## src/hdl/loop_defines.svh

```systemverilog
// Constants for the serial-loop message responder and poll status logic
// Contract
// Device clear empties queues, aborts measurement, restores normal mode, leaves direct mode.
// REN puts the instrument in the remote-enabled state.
// GTL switches to local, only while listen addressed.
// LLO enters local lockout only when already remote enabled.
// NRE returns to local and clears any lockout.
// A serial poll returns the present status byte over the loop.
// PPC arms programming; next PPE programs, PPD disables; otherwise ignored.
// PPU always disables the response; PPD acts only when listen addressed.
// Parallel poll inserts service status when enabled, else passes byte unchanged.
// Own listen address makes listener active, and remote if remote enabled.
// UNL drops listener-active status.
// Own talk address makes talker active; other talk address drops talker.
// UNT drops talker-active status.
// Group execute trigger and loop power-down are ignored.
// After EAR, instrument data causes an IDY request until another command.
// Status byte has bit 7 set, bit 6 service request, low six code.
// Event codes clear on serial poll; state codes follow instrument state only.
// When output data ceases, data-ready code becomes the all-OK code; the master/slave code shows while ms_link is high with no event or data pending.
// Codes: OK, master/slave, invalid, self-test, command error, panel, data ready.
// The status byte is refreshed whenever instrument status changes.
// PPE form 1000SBBB: S is sense, BBB selects response bit 0 to 7.
// PPE is ignored unless the module is listen addressed.
// Interface clear drops all addressing but keeps queued data.
// In data service-request mode, data sets request bit and data code.
`ifndef LOOP_DEFINES_SVH
`define LOOP_DEFINES_SVH

// Status byte layout
`define STAT_TOP_BIT 7
`define STAT_SRQ_BIT 6
`define STAT_STATE_BIT 5
`define STAT_RESET_BYTE 8'h80

// Six-bit status codes
`define CODE_ALL_OK 6'h00
`define CODE_MS_LINK 6'h23
`define CODE_INVALID 6'h04
`define CODE_SELF_TEST 6'h06
`define CODE_CMD_ERROR 6'h07
`define CODE_PANEL_REQ 6'h09
`define CODE_DATA_READY 6'h22

// Parallel poll enable data field 1000SBBB
`define PPE_FORM_NIBBLE 4'h8
`define PPE_SENSE_BIT 3
`define PPE_SEL_MSB 2
`define PPE_SEL_LSB 0

`endif

```

## src/hdl/loop_pkg.sv

```systemverilog
// Types shared by the loop responder
package loop_pkg;

	// Decoded loop message classes delivered by the frame receiver
	typedef enum logic [4:0] {
		MSG_IFC, MSG_SDC, MSG_DCL, MSG_REN, MSG_GTL, MSG_LLO, MSG_NRE,
		MSG_PPC, MSG_PPE, MSG_PPD, MSG_PPU, MSG_LAD, MSG_UNL, MSG_TAD,
		MSG_UNT, MSG_GET, MSG_EAR, MSG_LPD, MSG_OTHER
	} msg_kind_t;

	// Parallel poll configuration sequencer
	typedef enum logic [0:0] {
		PP_IDLE,
		PP_ARMED
	} pp_cfg_state_t;

endpackage

```

## src/hdl/loop_poll_responder.sv

```systemverilog
// Message responder, addressing state and poll status logic of the loop interface module
`timescale 1ns/1ps
`default_nettype none
`include "loop_defines.svh"

module loop_poll_responder #(
	parameter int ADDR_W = 5
) (
	input wire logic clk,
	input wire logic nrst,
	input wire logic msg_valid,
	input wire loop_pkg::msg_kind_t msg_kind,
	input wire logic [7:0] msg_data,
	input wire logic [ADDR_W-1:0] own_addr,
	input wire logic spoll_req,
	input wire logic pp_valid,
	input wire logic [7:0] pp_byte_in,
	input wire logic inst_event_valid,
	input wire logic [5:0] inst_event_code,
	input wire logic data_avail,
	input wire logic data_push,
	input wire logic ms_link,
	input wire logic srq_on_data_mode,
	output logic remote_en_reg,
	output logic remote_reg,
	output logic lockout_reg,
	output logic listen_reg,
	output logic talk_reg,
	output logic clear_reg,
	output logic idy_req_reg,
	output logic spoll_valid_reg,
	output logic [7:0] spoll_byte_reg,
	output logic [7:0] poll_status_byte_reg,
	output logic pp_out_valid_reg,
	output logic [7:0] pp_byte_out_reg,
	output logic pp_en_reg
);

	// ****************************************************************
	// Helpers
	// ****************************************************************

	// Address compare, used for both listen and talk addresses
	function automatic logic addr_match(input logic [7:0] data, input logic [ADDR_W-1:0] addr);
		addr_match = (data[ADDR_W-1:0] == addr);
	endfunction

	// One-hot mask for the selected parallel poll response bit
	function automatic logic [7:0] bit_mask(input logic [2:0] sel);
		bit_mask = 8'h01 << sel;
	endfunction

	// ****************************************************************
	// Addressing and remote/local state
	// ****************************************************************

	logic remote_en_next;
	logic remote_next;
	logic lockout_next;
	logic listen_next;
	logic talk_next;
	logic clear_next;

	// Only one message arrives per cycle, so the case needs no priority among messages
	always_comb begin
		remote_en_next = remote_en_reg;
		remote_next = remote_reg;
		lockout_next = lockout_reg;
		listen_next = listen_reg;
		talk_next = talk_reg;
		clear_next = 1'b0;
		if (msg_valid) begin
			case (msg_kind)
				loop_pkg::MSG_IFC: begin
					// Queued data is untouched; only addressing drops
					listen_next = 1'b0;
					talk_next = 1'b0;
				end
				loop_pkg::MSG_SDC: begin
					clear_next = listen_reg;
				end
				loop_pkg::MSG_DCL: begin
					clear_next = 1'b1;
				end
				loop_pkg::MSG_REN: begin
					remote_en_next = 1'b1;
				end
				loop_pkg::MSG_GTL: begin
					if (listen_reg) begin
						remote_next = 1'b0;
					end
				end
				loop_pkg::MSG_LLO: begin
					if (remote_en_reg) begin
						lockout_next = 1'b1;
					end
				end
				loop_pkg::MSG_NRE: begin
					remote_en_next = 1'b0;
					remote_next = 1'b0;
					lockout_next = 1'b0;
				end
				loop_pkg::MSG_LAD: begin
					if (addr_match(msg_data, own_addr)) begin
						listen_next = 1'b1;
						if (remote_en_reg) begin
							remote_next = 1'b1;
						end
					end
				end
				loop_pkg::MSG_UNL: begin
					listen_next = 1'b0;
				end
				loop_pkg::MSG_TAD: begin
					// Another device's talk address takes the talker role away
					talk_next = addr_match(msg_data, own_addr);
				end
				loop_pkg::MSG_UNT: begin
					talk_next = 1'b0;
				end
				loop_pkg::MSG_GET, loop_pkg::MSG_LPD: begin
					// No trigger or power-down capability
					clear_next = 1'b0;
				end
				default: begin
					clear_next = 1'b0;
				end
			endcase
		end
	end

	// Register the addressing state
	always_ff @(posedge clk) begin
		if (!nrst) begin
			remote_en_reg <= 1'b0;
			remote_reg <= 1'b0;
			lockout_reg <= 1'b0;
			listen_reg <= 1'b0;
			talk_reg <= 1'b0;
			clear_reg <= 1'b0;
		end else begin
			remote_en_reg <= remote_en_next;
			remote_reg <= remote_next;
			lockout_reg <= lockout_next;
			listen_reg <= listen_next;
			talk_reg <= talk_next;
			clear_reg <= clear_next;
		end
	end

	// ****************************************************************
	// Asynchronous request mode
	// ****************************************************************

	logic ear_mode_reg;
	logic ear_mode_next;
	logic idy_req_next;

	// Any message other than EAR itself ends the mode
	always_comb begin
		ear_mode_next = ear_mode_reg;
		if (msg_valid) begin
			ear_mode_next = (msg_kind == loop_pkg::MSG_EAR);
		end
		idy_req_next = ear_mode_reg && data_push;
	end

	// Register the request mode
	always_ff @(posedge clk) begin
		if (!nrst) begin
			ear_mode_reg <= 1'b0;
			idy_req_reg <= 1'b0;
		end else begin
			ear_mode_reg <= ear_mode_next;
			idy_req_reg <= idy_req_next;
		end
	end

	// ****************************************************************
	// Serial poll status
	// ****************************************************************

	logic event_pend_reg;
	logic event_pend_next;
	logic [5:0] event_code_reg;
	logic [5:0] event_code_next;
	logic [7:0] status_byte_next;
	logic spoll_valid_next;
	logic [7:0] spoll_byte_next;
	logic stat_srq;
	logic [5:0] stat_code;

	// An event landing in the poll cycle survives: the set is applied after the clear
	always_comb begin
		event_pend_next = event_pend_reg;
		event_code_next = event_code_reg;
		if (spoll_req) begin
			event_pend_next = 1'b0;
		end
		if (inst_event_valid) begin
			event_pend_next = 1'b1;
			event_code_next = inst_event_code;
		end
		// Events outrank states; state codes track the inputs directly
		if (event_pend_reg) begin
			stat_code = event_code_reg;
			stat_srq = 1'b1;
		end else if (data_avail) begin
			stat_code = `CODE_DATA_READY;
			stat_srq = srq_on_data_mode;
		end else if (ms_link) begin
			stat_code = `CODE_MS_LINK;
			stat_srq = 1'b0;
		end else begin
			// Data gone: falls back to all OK without waiting for a poll
			stat_code = `CODE_ALL_OK;
			stat_srq = 1'b0;
		end
		status_byte_next = {1'b1, stat_srq, stat_code};
		spoll_valid_next = spoll_req;
		spoll_byte_next = spoll_req ? poll_status_byte_reg : spoll_byte_reg;
	end

	// Status byte refreshes every cycle from the instrument status
	always_ff @(posedge clk) begin
		if (!nrst) begin
			event_pend_reg <= 1'b0;
			event_code_reg <= `CODE_ALL_OK;
			poll_status_byte_reg <= `STAT_RESET_BYTE;
			spoll_valid_reg <= 1'b0;
			spoll_byte_reg <= `STAT_RESET_BYTE;
		end else begin
			event_pend_reg <= event_pend_next;
			event_code_reg <= event_code_next;
			poll_status_byte_reg <= status_byte_next;
			spoll_valid_reg <= spoll_valid_next;
			spoll_byte_reg <= spoll_byte_next;
		end
	end

	// ****************************************************************
	// Parallel poll
	// ****************************************************************

	loop_pkg::pp_cfg_state_t pp_state_reg;
	loop_pkg::pp_cfg_state_t pp_state_next;
	logic pp_en_next;
	logic pp_sense_reg;
	logic pp_sense_next;
	logic [2:0] poll_response_bit_select_reg;
	logic [2:0] poll_response_bit_select_next;
	logic pp_out_valid_next;
	logic [7:0] pp_byte_out_next;
	logic pp_assert;

	// Configure sequence: PPC must be the message right before PPE or PPD
	always_comb begin
		pp_state_next = pp_state_reg;
		pp_en_next = pp_en_reg;
		pp_sense_next = pp_sense_reg;
		poll_response_bit_select_next = poll_response_bit_select_reg;
		if (msg_valid) begin
			pp_state_next = loop_pkg::PP_IDLE;
			case (pp_state_reg)
				loop_pkg::PP_IDLE: begin
					if (msg_kind == loop_pkg::MSG_PPC && listen_reg) begin
						pp_state_next = loop_pkg::PP_ARMED;
					end
				end
				loop_pkg::PP_ARMED: begin
					if (msg_kind == loop_pkg::MSG_PPE && listen_reg &&
						msg_data[7:4] == `PPE_FORM_NIBBLE) begin
						pp_en_next = 1'b1;
						pp_sense_next = msg_data[`PPE_SENSE_BIT];
						poll_response_bit_select_next = msg_data[`PPE_SEL_MSB:`PPE_SEL_LSB];
					end else if (msg_kind == loop_pkg::MSG_PPD && listen_reg) begin
						pp_en_next = 1'b0;
					end else if (msg_kind == loop_pkg::MSG_PPC && listen_reg) begin
						pp_state_next = loop_pkg::PP_ARMED;
					end
				end
				default: begin
					pp_state_next = loop_pkg::PP_IDLE;
				end
			endcase
			if (msg_kind == loop_pkg::MSG_PPU) begin
				pp_en_next = 1'b0;
			end
		end
		// Sense 1 answers on need of service, sense 0 on no need
		pp_assert = pp_en_reg && (pp_sense_reg == poll_status_byte_reg[`STAT_SRQ_BIT]);
		pp_out_valid_next = pp_valid;
		pp_byte_out_next = pp_byte_out_reg;
		if (pp_valid) begin
			pp_byte_out_next = pp_assert ?
				(pp_byte_in | bit_mask(poll_response_bit_select_reg)) : pp_byte_in;
		end
	end

	// Register the parallel poll configuration and the passing byte
	always_ff @(posedge clk) begin
		if (!nrst) begin
			pp_state_reg <= loop_pkg::PP_IDLE;
			pp_en_reg <= 1'b0;
			pp_sense_reg <= 1'b0;
			poll_response_bit_select_reg <= 3'h0;
			pp_out_valid_reg <= 1'b0;
			pp_byte_out_reg <= 8'h00;
		end else begin
			pp_state_reg <= pp_state_next;
			pp_en_reg <= pp_en_next;
			pp_sense_reg <= pp_sense_next;
			poll_response_bit_select_reg <= poll_response_bit_select_next;
			pp_out_valid_reg <= pp_out_valid_next;
			pp_byte_out_reg <= pp_byte_out_next;
		end
	end

	// ****************************************************************
	// Checks
	// ****************************************************************

	// Device clear pulses once on DCL; a message right behind it may extend the pulse
	AST_DCL_CLEARS: assert property (@(posedge clk) disable iff (!nrst)
		msg_valid && msg_kind == loop_pkg::MSG_DCL |=> clear_reg ##1 (!clear_reg || $past(msg_valid)))
		else $error("device clear pulse missing");

	// Lockout can only rise while remote enabled
	AST_LLO_NEEDS_REN: assert property (@(posedge clk) disable iff (!nrst)
		$rose(lockout_reg) |-> $past(remote_en_reg))
		else $error("lockout without remote enable");

	// NRE leaves the instrument local and unlocked
	AST_NRE_LOCAL: assert property (@(posedge clk) disable iff (!nrst)
		msg_valid && msg_kind == loop_pkg::MSG_NRE |=> !remote_reg && !lockout_reg)
		else $error("NRE did not return to local");

	// GTL ignored while not listen addressed
	AST_GTL_UNADDR: assert property (@(posedge clk) disable iff (!nrst)
		msg_valid && msg_kind == loop_pkg::MSG_GTL && !listen_reg |=> $stable(remote_reg))
		else $error("GTL acted while unaddressed");

	// Serial poll answers with the byte standing at the request
	AST_SPOLL_BYTE: assert property (@(posedge clk) disable iff (!nrst)
		spoll_req |=> spoll_valid_reg && spoll_byte_reg == $past(poll_status_byte_reg))
		else $error("serial poll byte wrong");

	// Every status byte carries the system-status marker
	AST_TOP_BIT: assert property (@(posedge clk) disable iff (!nrst)
		poll_status_byte_reg[`STAT_TOP_BIT])
		else $error("status byte bit 7 clear");

	// Orphan PPE leaves the response untouched
	AST_PPE_ORPHAN: assert property (@(posedge clk) disable iff (!nrst)
		msg_valid && msg_kind == loop_pkg::MSG_PPE && pp_state_reg == loop_pkg::PP_IDLE
		|=> $stable(pp_en_reg) && $stable(poll_response_bit_select_reg))
		else $error("PPE without PPC took effect");

	// PPU disables regardless of addressing
	AST_PPU_OFF: assert property (@(posedge clk) disable iff (!nrst)
		msg_valid && msg_kind == loop_pkg::MSG_PPU |=> !pp_en_reg)
		else $error("PPU did not disable");

	// Disabled response forwards the poll byte untouched
	AST_PP_PASS: assert property (@(posedge clk) disable iff (!nrst)
		pp_valid && !pp_en_reg |=> pp_out_valid_reg && pp_byte_out_reg == $past(pp_byte_in))
		else $error("poll byte modified while disabled");

	// UNT always drops the talker
	AST_UNT_DROP: assert property (@(posedge clk) disable iff (!nrst)
		msg_valid && msg_kind == loop_pkg::MSG_UNT |=> !talk_reg)
		else $error("talker kept after UNT");

	// EAR mode turns instrument data into one IDY request
	AST_EAR_IDY: assert property (@(posedge clk) disable iff (!nrst)
		ear_mode_reg && data_push |=> idy_req_reg)
		else $error("IDY request missing");

	// An event seen in the poll cycle is not lost
	AST_EVENT_KEEP: assert property (@(posedge clk) disable iff (!nrst)
		inst_event_valid |=> event_pend_reg ##1 poll_status_byte_reg[5:0] == $past(event_code_reg))
		else $error("event code lost");

endmodule

`default_nettype wire

```

## config.mk

```make
export PLATFORM = sky130hd
export DESIGN_NAME = loop_poll_responder
export DESIGN_NICKNAME = d
export VERILOG_FILES = /design/src/hdl/loop_pkg.sv /design/src/hdl/loop_poll_responder.sv
export VERILOG_INCLUDE_DIRS = /design/src /design/src/hdl
export SDC_FILE = /design/constraint.sdc
export NUM_CORES = 1
export LEC_CHECK = 0
export BUFFER_PORTS_ARGS = -buffer_cell sky130_fd_sc_hd__buf_2
export CAP_MARGIN = 0
export CORE_MARGIN = 2
export CORE_UTILIZATION = 43
export DETAILED_ROUTE_END_ITERATION = 7
export PLACE_DENSITY_LB_ADDON = 0.05
export SLEW_MARGIN = 20
export SYNTH_ARGS = -nofsm -noshare
export SYNTH_HDL_FRONTEND = slang
export SYNTH_SLANG_ARGS = --single-unit
```

## constraint.sdc

```tcl
create_clock -name clk -period 1.2 [get_ports clk]
set_input_delay 0.06 -clock clk [delete_from_list [all_inputs] [get_ports clk]]
set_output_delay 0.06 -clock clk [all_outputs]
set_load 0.01 [all_outputs]
```

==> summary.md <==
| Metric | Value |
|---|---|
| FFs w/ async S/R, synth | `0%` |
| GRT Residual Overflow | `0` |
| Clock Sink Count | `45` |
| Grt met2 use | `28.72%` |
| Starting Density | `44.03%` |
| CTS H-tree depth | `2` |
| Clock Root Buffer | `clkbuf_8` |
| Diodes inserted | `0` |
| Final Hold Vio Count | `0` |
| Worst path bufs/invs | `0` |
| Int Pwr | `between 2 and 2.5 mW` |
| Slowest cell delay on critical path | `0.39 ns` |
| Synth area leader | `dfxtp_1` |
| Total GRT Usage | `17.35%` |
| Largest net degree at the start of global routing | `20` |
| Met3 GRT Util | `4.329%` |
| Die Area | `around 5000 um^2` |
| Initial antenna violation count | `0` |
| P per Cell Area | `1135 nW/um^2` |
| Max reg flops | `8` |
| Critical path class | `reg -> reg` |
| Detailed Routing Iterations Pass 1 | `4` |
| Sequential element share of the synthesized area | `about 48%` |
| Gpl congestion | `about 0.85` |
| Max cap viols | `0` |
| Max FO, Critical Path | `2` |
| WL final | `4158 um` |
| Final setup viols | `0` |
| Worst Skew | `~0.0036 ns` |
| Seq pwr share | `approximately 55%` |
| Std-Cell Core Area | `roughly 4300 um^2` |
| Hold WS | `~0.0066 ns` |
| Crit path required time | `1.42 ns` |
| Sw frac | `24.67%` |
| Clock Pin Slew Worst Setup and Hold Paths | `0.08 ns` |
| Comb power frac | `13.3%` |
| Clock latency on the worst-skew pair | `0.29 ns` |
| DP HPWL | `3129 um` |
| CP Capture Type | `flip-flop` |
| Synthesized area per cell | `9.222 um^2` |
| Max frequency | `854.0 MHz` |
| Routed via count | `approximately 1700` |
| Design Power | `2.846 mW` |
| RSZ-0062 raised after global routing | `true` |
| Cell Chain, Critical Path | `and3b_1 > nand2_1 > or4_1 > mux2i_1` |
| Min Tclk post-route | `about 1.2 ns` |
| Port bufs | `73` |
| Post-route antenna net violation count | `0` |
| Cells after Synth | `205` |
| Slowest-stage cell, CP | `or4_1` |
| Met1 Resource Use GR | `22.52%` |
| Wirelength per Cell | `12.16 um` |
| Die X | `70.31 um` |
| Hold Crit Class | `in -> reg` |
| # IOs | `76` |
| Count of pins over their slew limit | `0` |
| Number of synthesized flops with an enable pin | `0` |
| Die Span Y | `70.31 um` |
| CTS Buf Count | `5` |
| Worst path top cell family by delay | `simple AND/OR/NAND/NOR gates` |
| VDD IR max | `0.6228 mV` |
| Area contributors post-synth | `dfxtp_1 (48%), mux2i_1 (9.5%), a21oi_1 (5.6%), nor2_1 (5.2%), xor2_1 (2.8%)` |
| Layout fillers | `about 410` |
| WP data arrival | `1.40 ns` |
| Worst setup SP type | `flip-flop` |
| Top cell type's share of synthesized area | `47.65%` |
| Cell Rows | `24` |
| Clock group share of total power | `about a third` |
| Initial drt markers | `99` |
| Final Cycle Share | `97.58%` |
| First-pass GRT wire length | `6962 um` |
| Layout cell share with drive strength beyond 1 | `between 30% and 40%` |
| Area grow syn2layout | `32.63%` |
| Residual DRC count | `0` |
| Vias in the first global route | `1564` |
| Busiest grt layer | `met2` |
| Mapped Area | `1891 um^2` |
| Post-synth top flop | `dfxtp_1` |
| Pleak | `between 1 and 1.5 nW` |
| Synth Warn # | `0` |
| Postcts setup bufs | `0` |
| Synth cell types | `44` |
| Vias per cell | `between 4 and 5` |
| CTS tree | `yes` |
| Net Switching | `0.7021 mW` |
| Synth Register Bits | `45` |
| NumNets Final | `331` |
| CTS Buffer Depth | `2` |
| Run status | `completed` |
[cells in the final DEF, fill, tap and decap left out, types with 2 or more instances in the layout]
master         netlist  routed
dfxtp_2              0       2
nand3_1              5       5
buf_2                2      73
nor2_1              26      26
or3_1                2       2
conb_1               1       2
clkbuf_8             0       5
clkbuf_1             7       2
o21ai_0             10      10
a21oi_1             21      19
and3_1               4       4
mux2i_1             18      18
dlygate4sd3_1        0       3
o41ai_1              2       2
dfxtp_1             45      42
o211ai_1             2       2
o31ai_1              2       2
and4b_1              2       2
inv_1                6       6
a21oi_2              0       2
xor2_1               6       6
nor2b_1              5       5
nor3_1               2       2
buf_4                2      13
nand2_1              9       9
[metal layers]
metal,routed length (um),part of all wire [%]
met5,0,0
met4,31,0.75
met3,250,6.0
met2,2006,48
met1,1869,45
[Yosys cell counts (all sizes together) (2+ instances only)]
| cell type | n |
|---|---|
| nor3 | 2 |
| dfxtp | 45 |
| a31oi | 2 |
| xor2 | 6 |
| buf | 6 |
| inv | 6 |
| o41ai | 2 |
| or3 | 2 |
| nand3 | 5 |
| and3b | 2 |
| nor2 | 26 |
| and4b | 2 |
| clkbuf | 8 |
| o21ai | 10 |
| nor4b | 2 |
| and3 | 4 |
| nand2 | 9 |
| mux2i | 18 |
| o31ai | 2 |
| nor2b | 5 |
| o211ai | 2 |
| a21oi | 21 |
[worst min-delay path, stage by stage]
cell,delay [ns]
buf_2,0.07
mux2i_1,0.06
nor2_1,0.07
[power groups by stage]
stage | sequential (mW) | clock, mW | combinational (mW)
after floorplan | 1.62 | 0 | 0.173
after global routing | 1.58 | 0.987 | 0.421
after detailed placement | 1.61 | 0 | 0.367
after CTS | 1.57 | 0.932 | 0.376
after global placement | 1.61 | 0 | 0.366
final | 1.57 | 0.896 | 0.377
[worst paths after layout]
kind              cells after the start               start  slack, ns                      end
setup / recovery                      4          listen_reg       0.03                pp_en_reg
setup reg to reg                      4          listen_reg       0.03                pp_en_reg
hold reg to reg                       2   event_code_reg[1]       0.45  poll_status_byte_reg[1]
hold / removal                        3  inst_event_code[1]      0.007        event_code_reg[1]
[through the flow]
step	area [um^2]	setup slack (ns)	TNS, ns	instances	util (%)
after global placement	2367	-0.06254	-0.2395	331	55.13
after detailed placement	2367	-0.06025	-0.2454	331	55.13
final	2507	0.02907	0	342	58.39
after global routing	2507	-0.04107	-0.1387	342	58.39
after CTS	2480	0.01389	0	342	57.75
after floorplan	1898	0.008023	0	206	-
[what timing repair did]
action,CTS,global route
resized for setup,0,8
hold buffers,3,0
endpoints found under the hold margin,3,0
setup endpoints to repair,0,10
[logic make-up after synthesis]
group                  Yosys count  synth area share [%]
XOR/XNOR                         6                 2.780
flip-flops                      45                 47.65
multiplexers                    19                 10.13
other                            1                0.1984
buffers and inverters           21                 5.559
AO/OA/AOI/OAI                   44                 13.44
AND/OR/NAND/NOR                 69                 20.25
[final cells by class]
cell class | count | area [um^2] | area share, %
clock buffer | 7 | 76.32 | 3.044
clock inverter | 1 | 6.256 | 0.2495
timing repair buffer | 90 | 513.0 | 20.46
tap | 52 | 65.06 | 2.595
multi-input combinational | 140 | 913.4 | 36.43
sequential | 45 | 907.1 | 36.18
inverter | 7 | 26.28 | 1.048
Note: power is estimated with default switching activity, not from simulation.
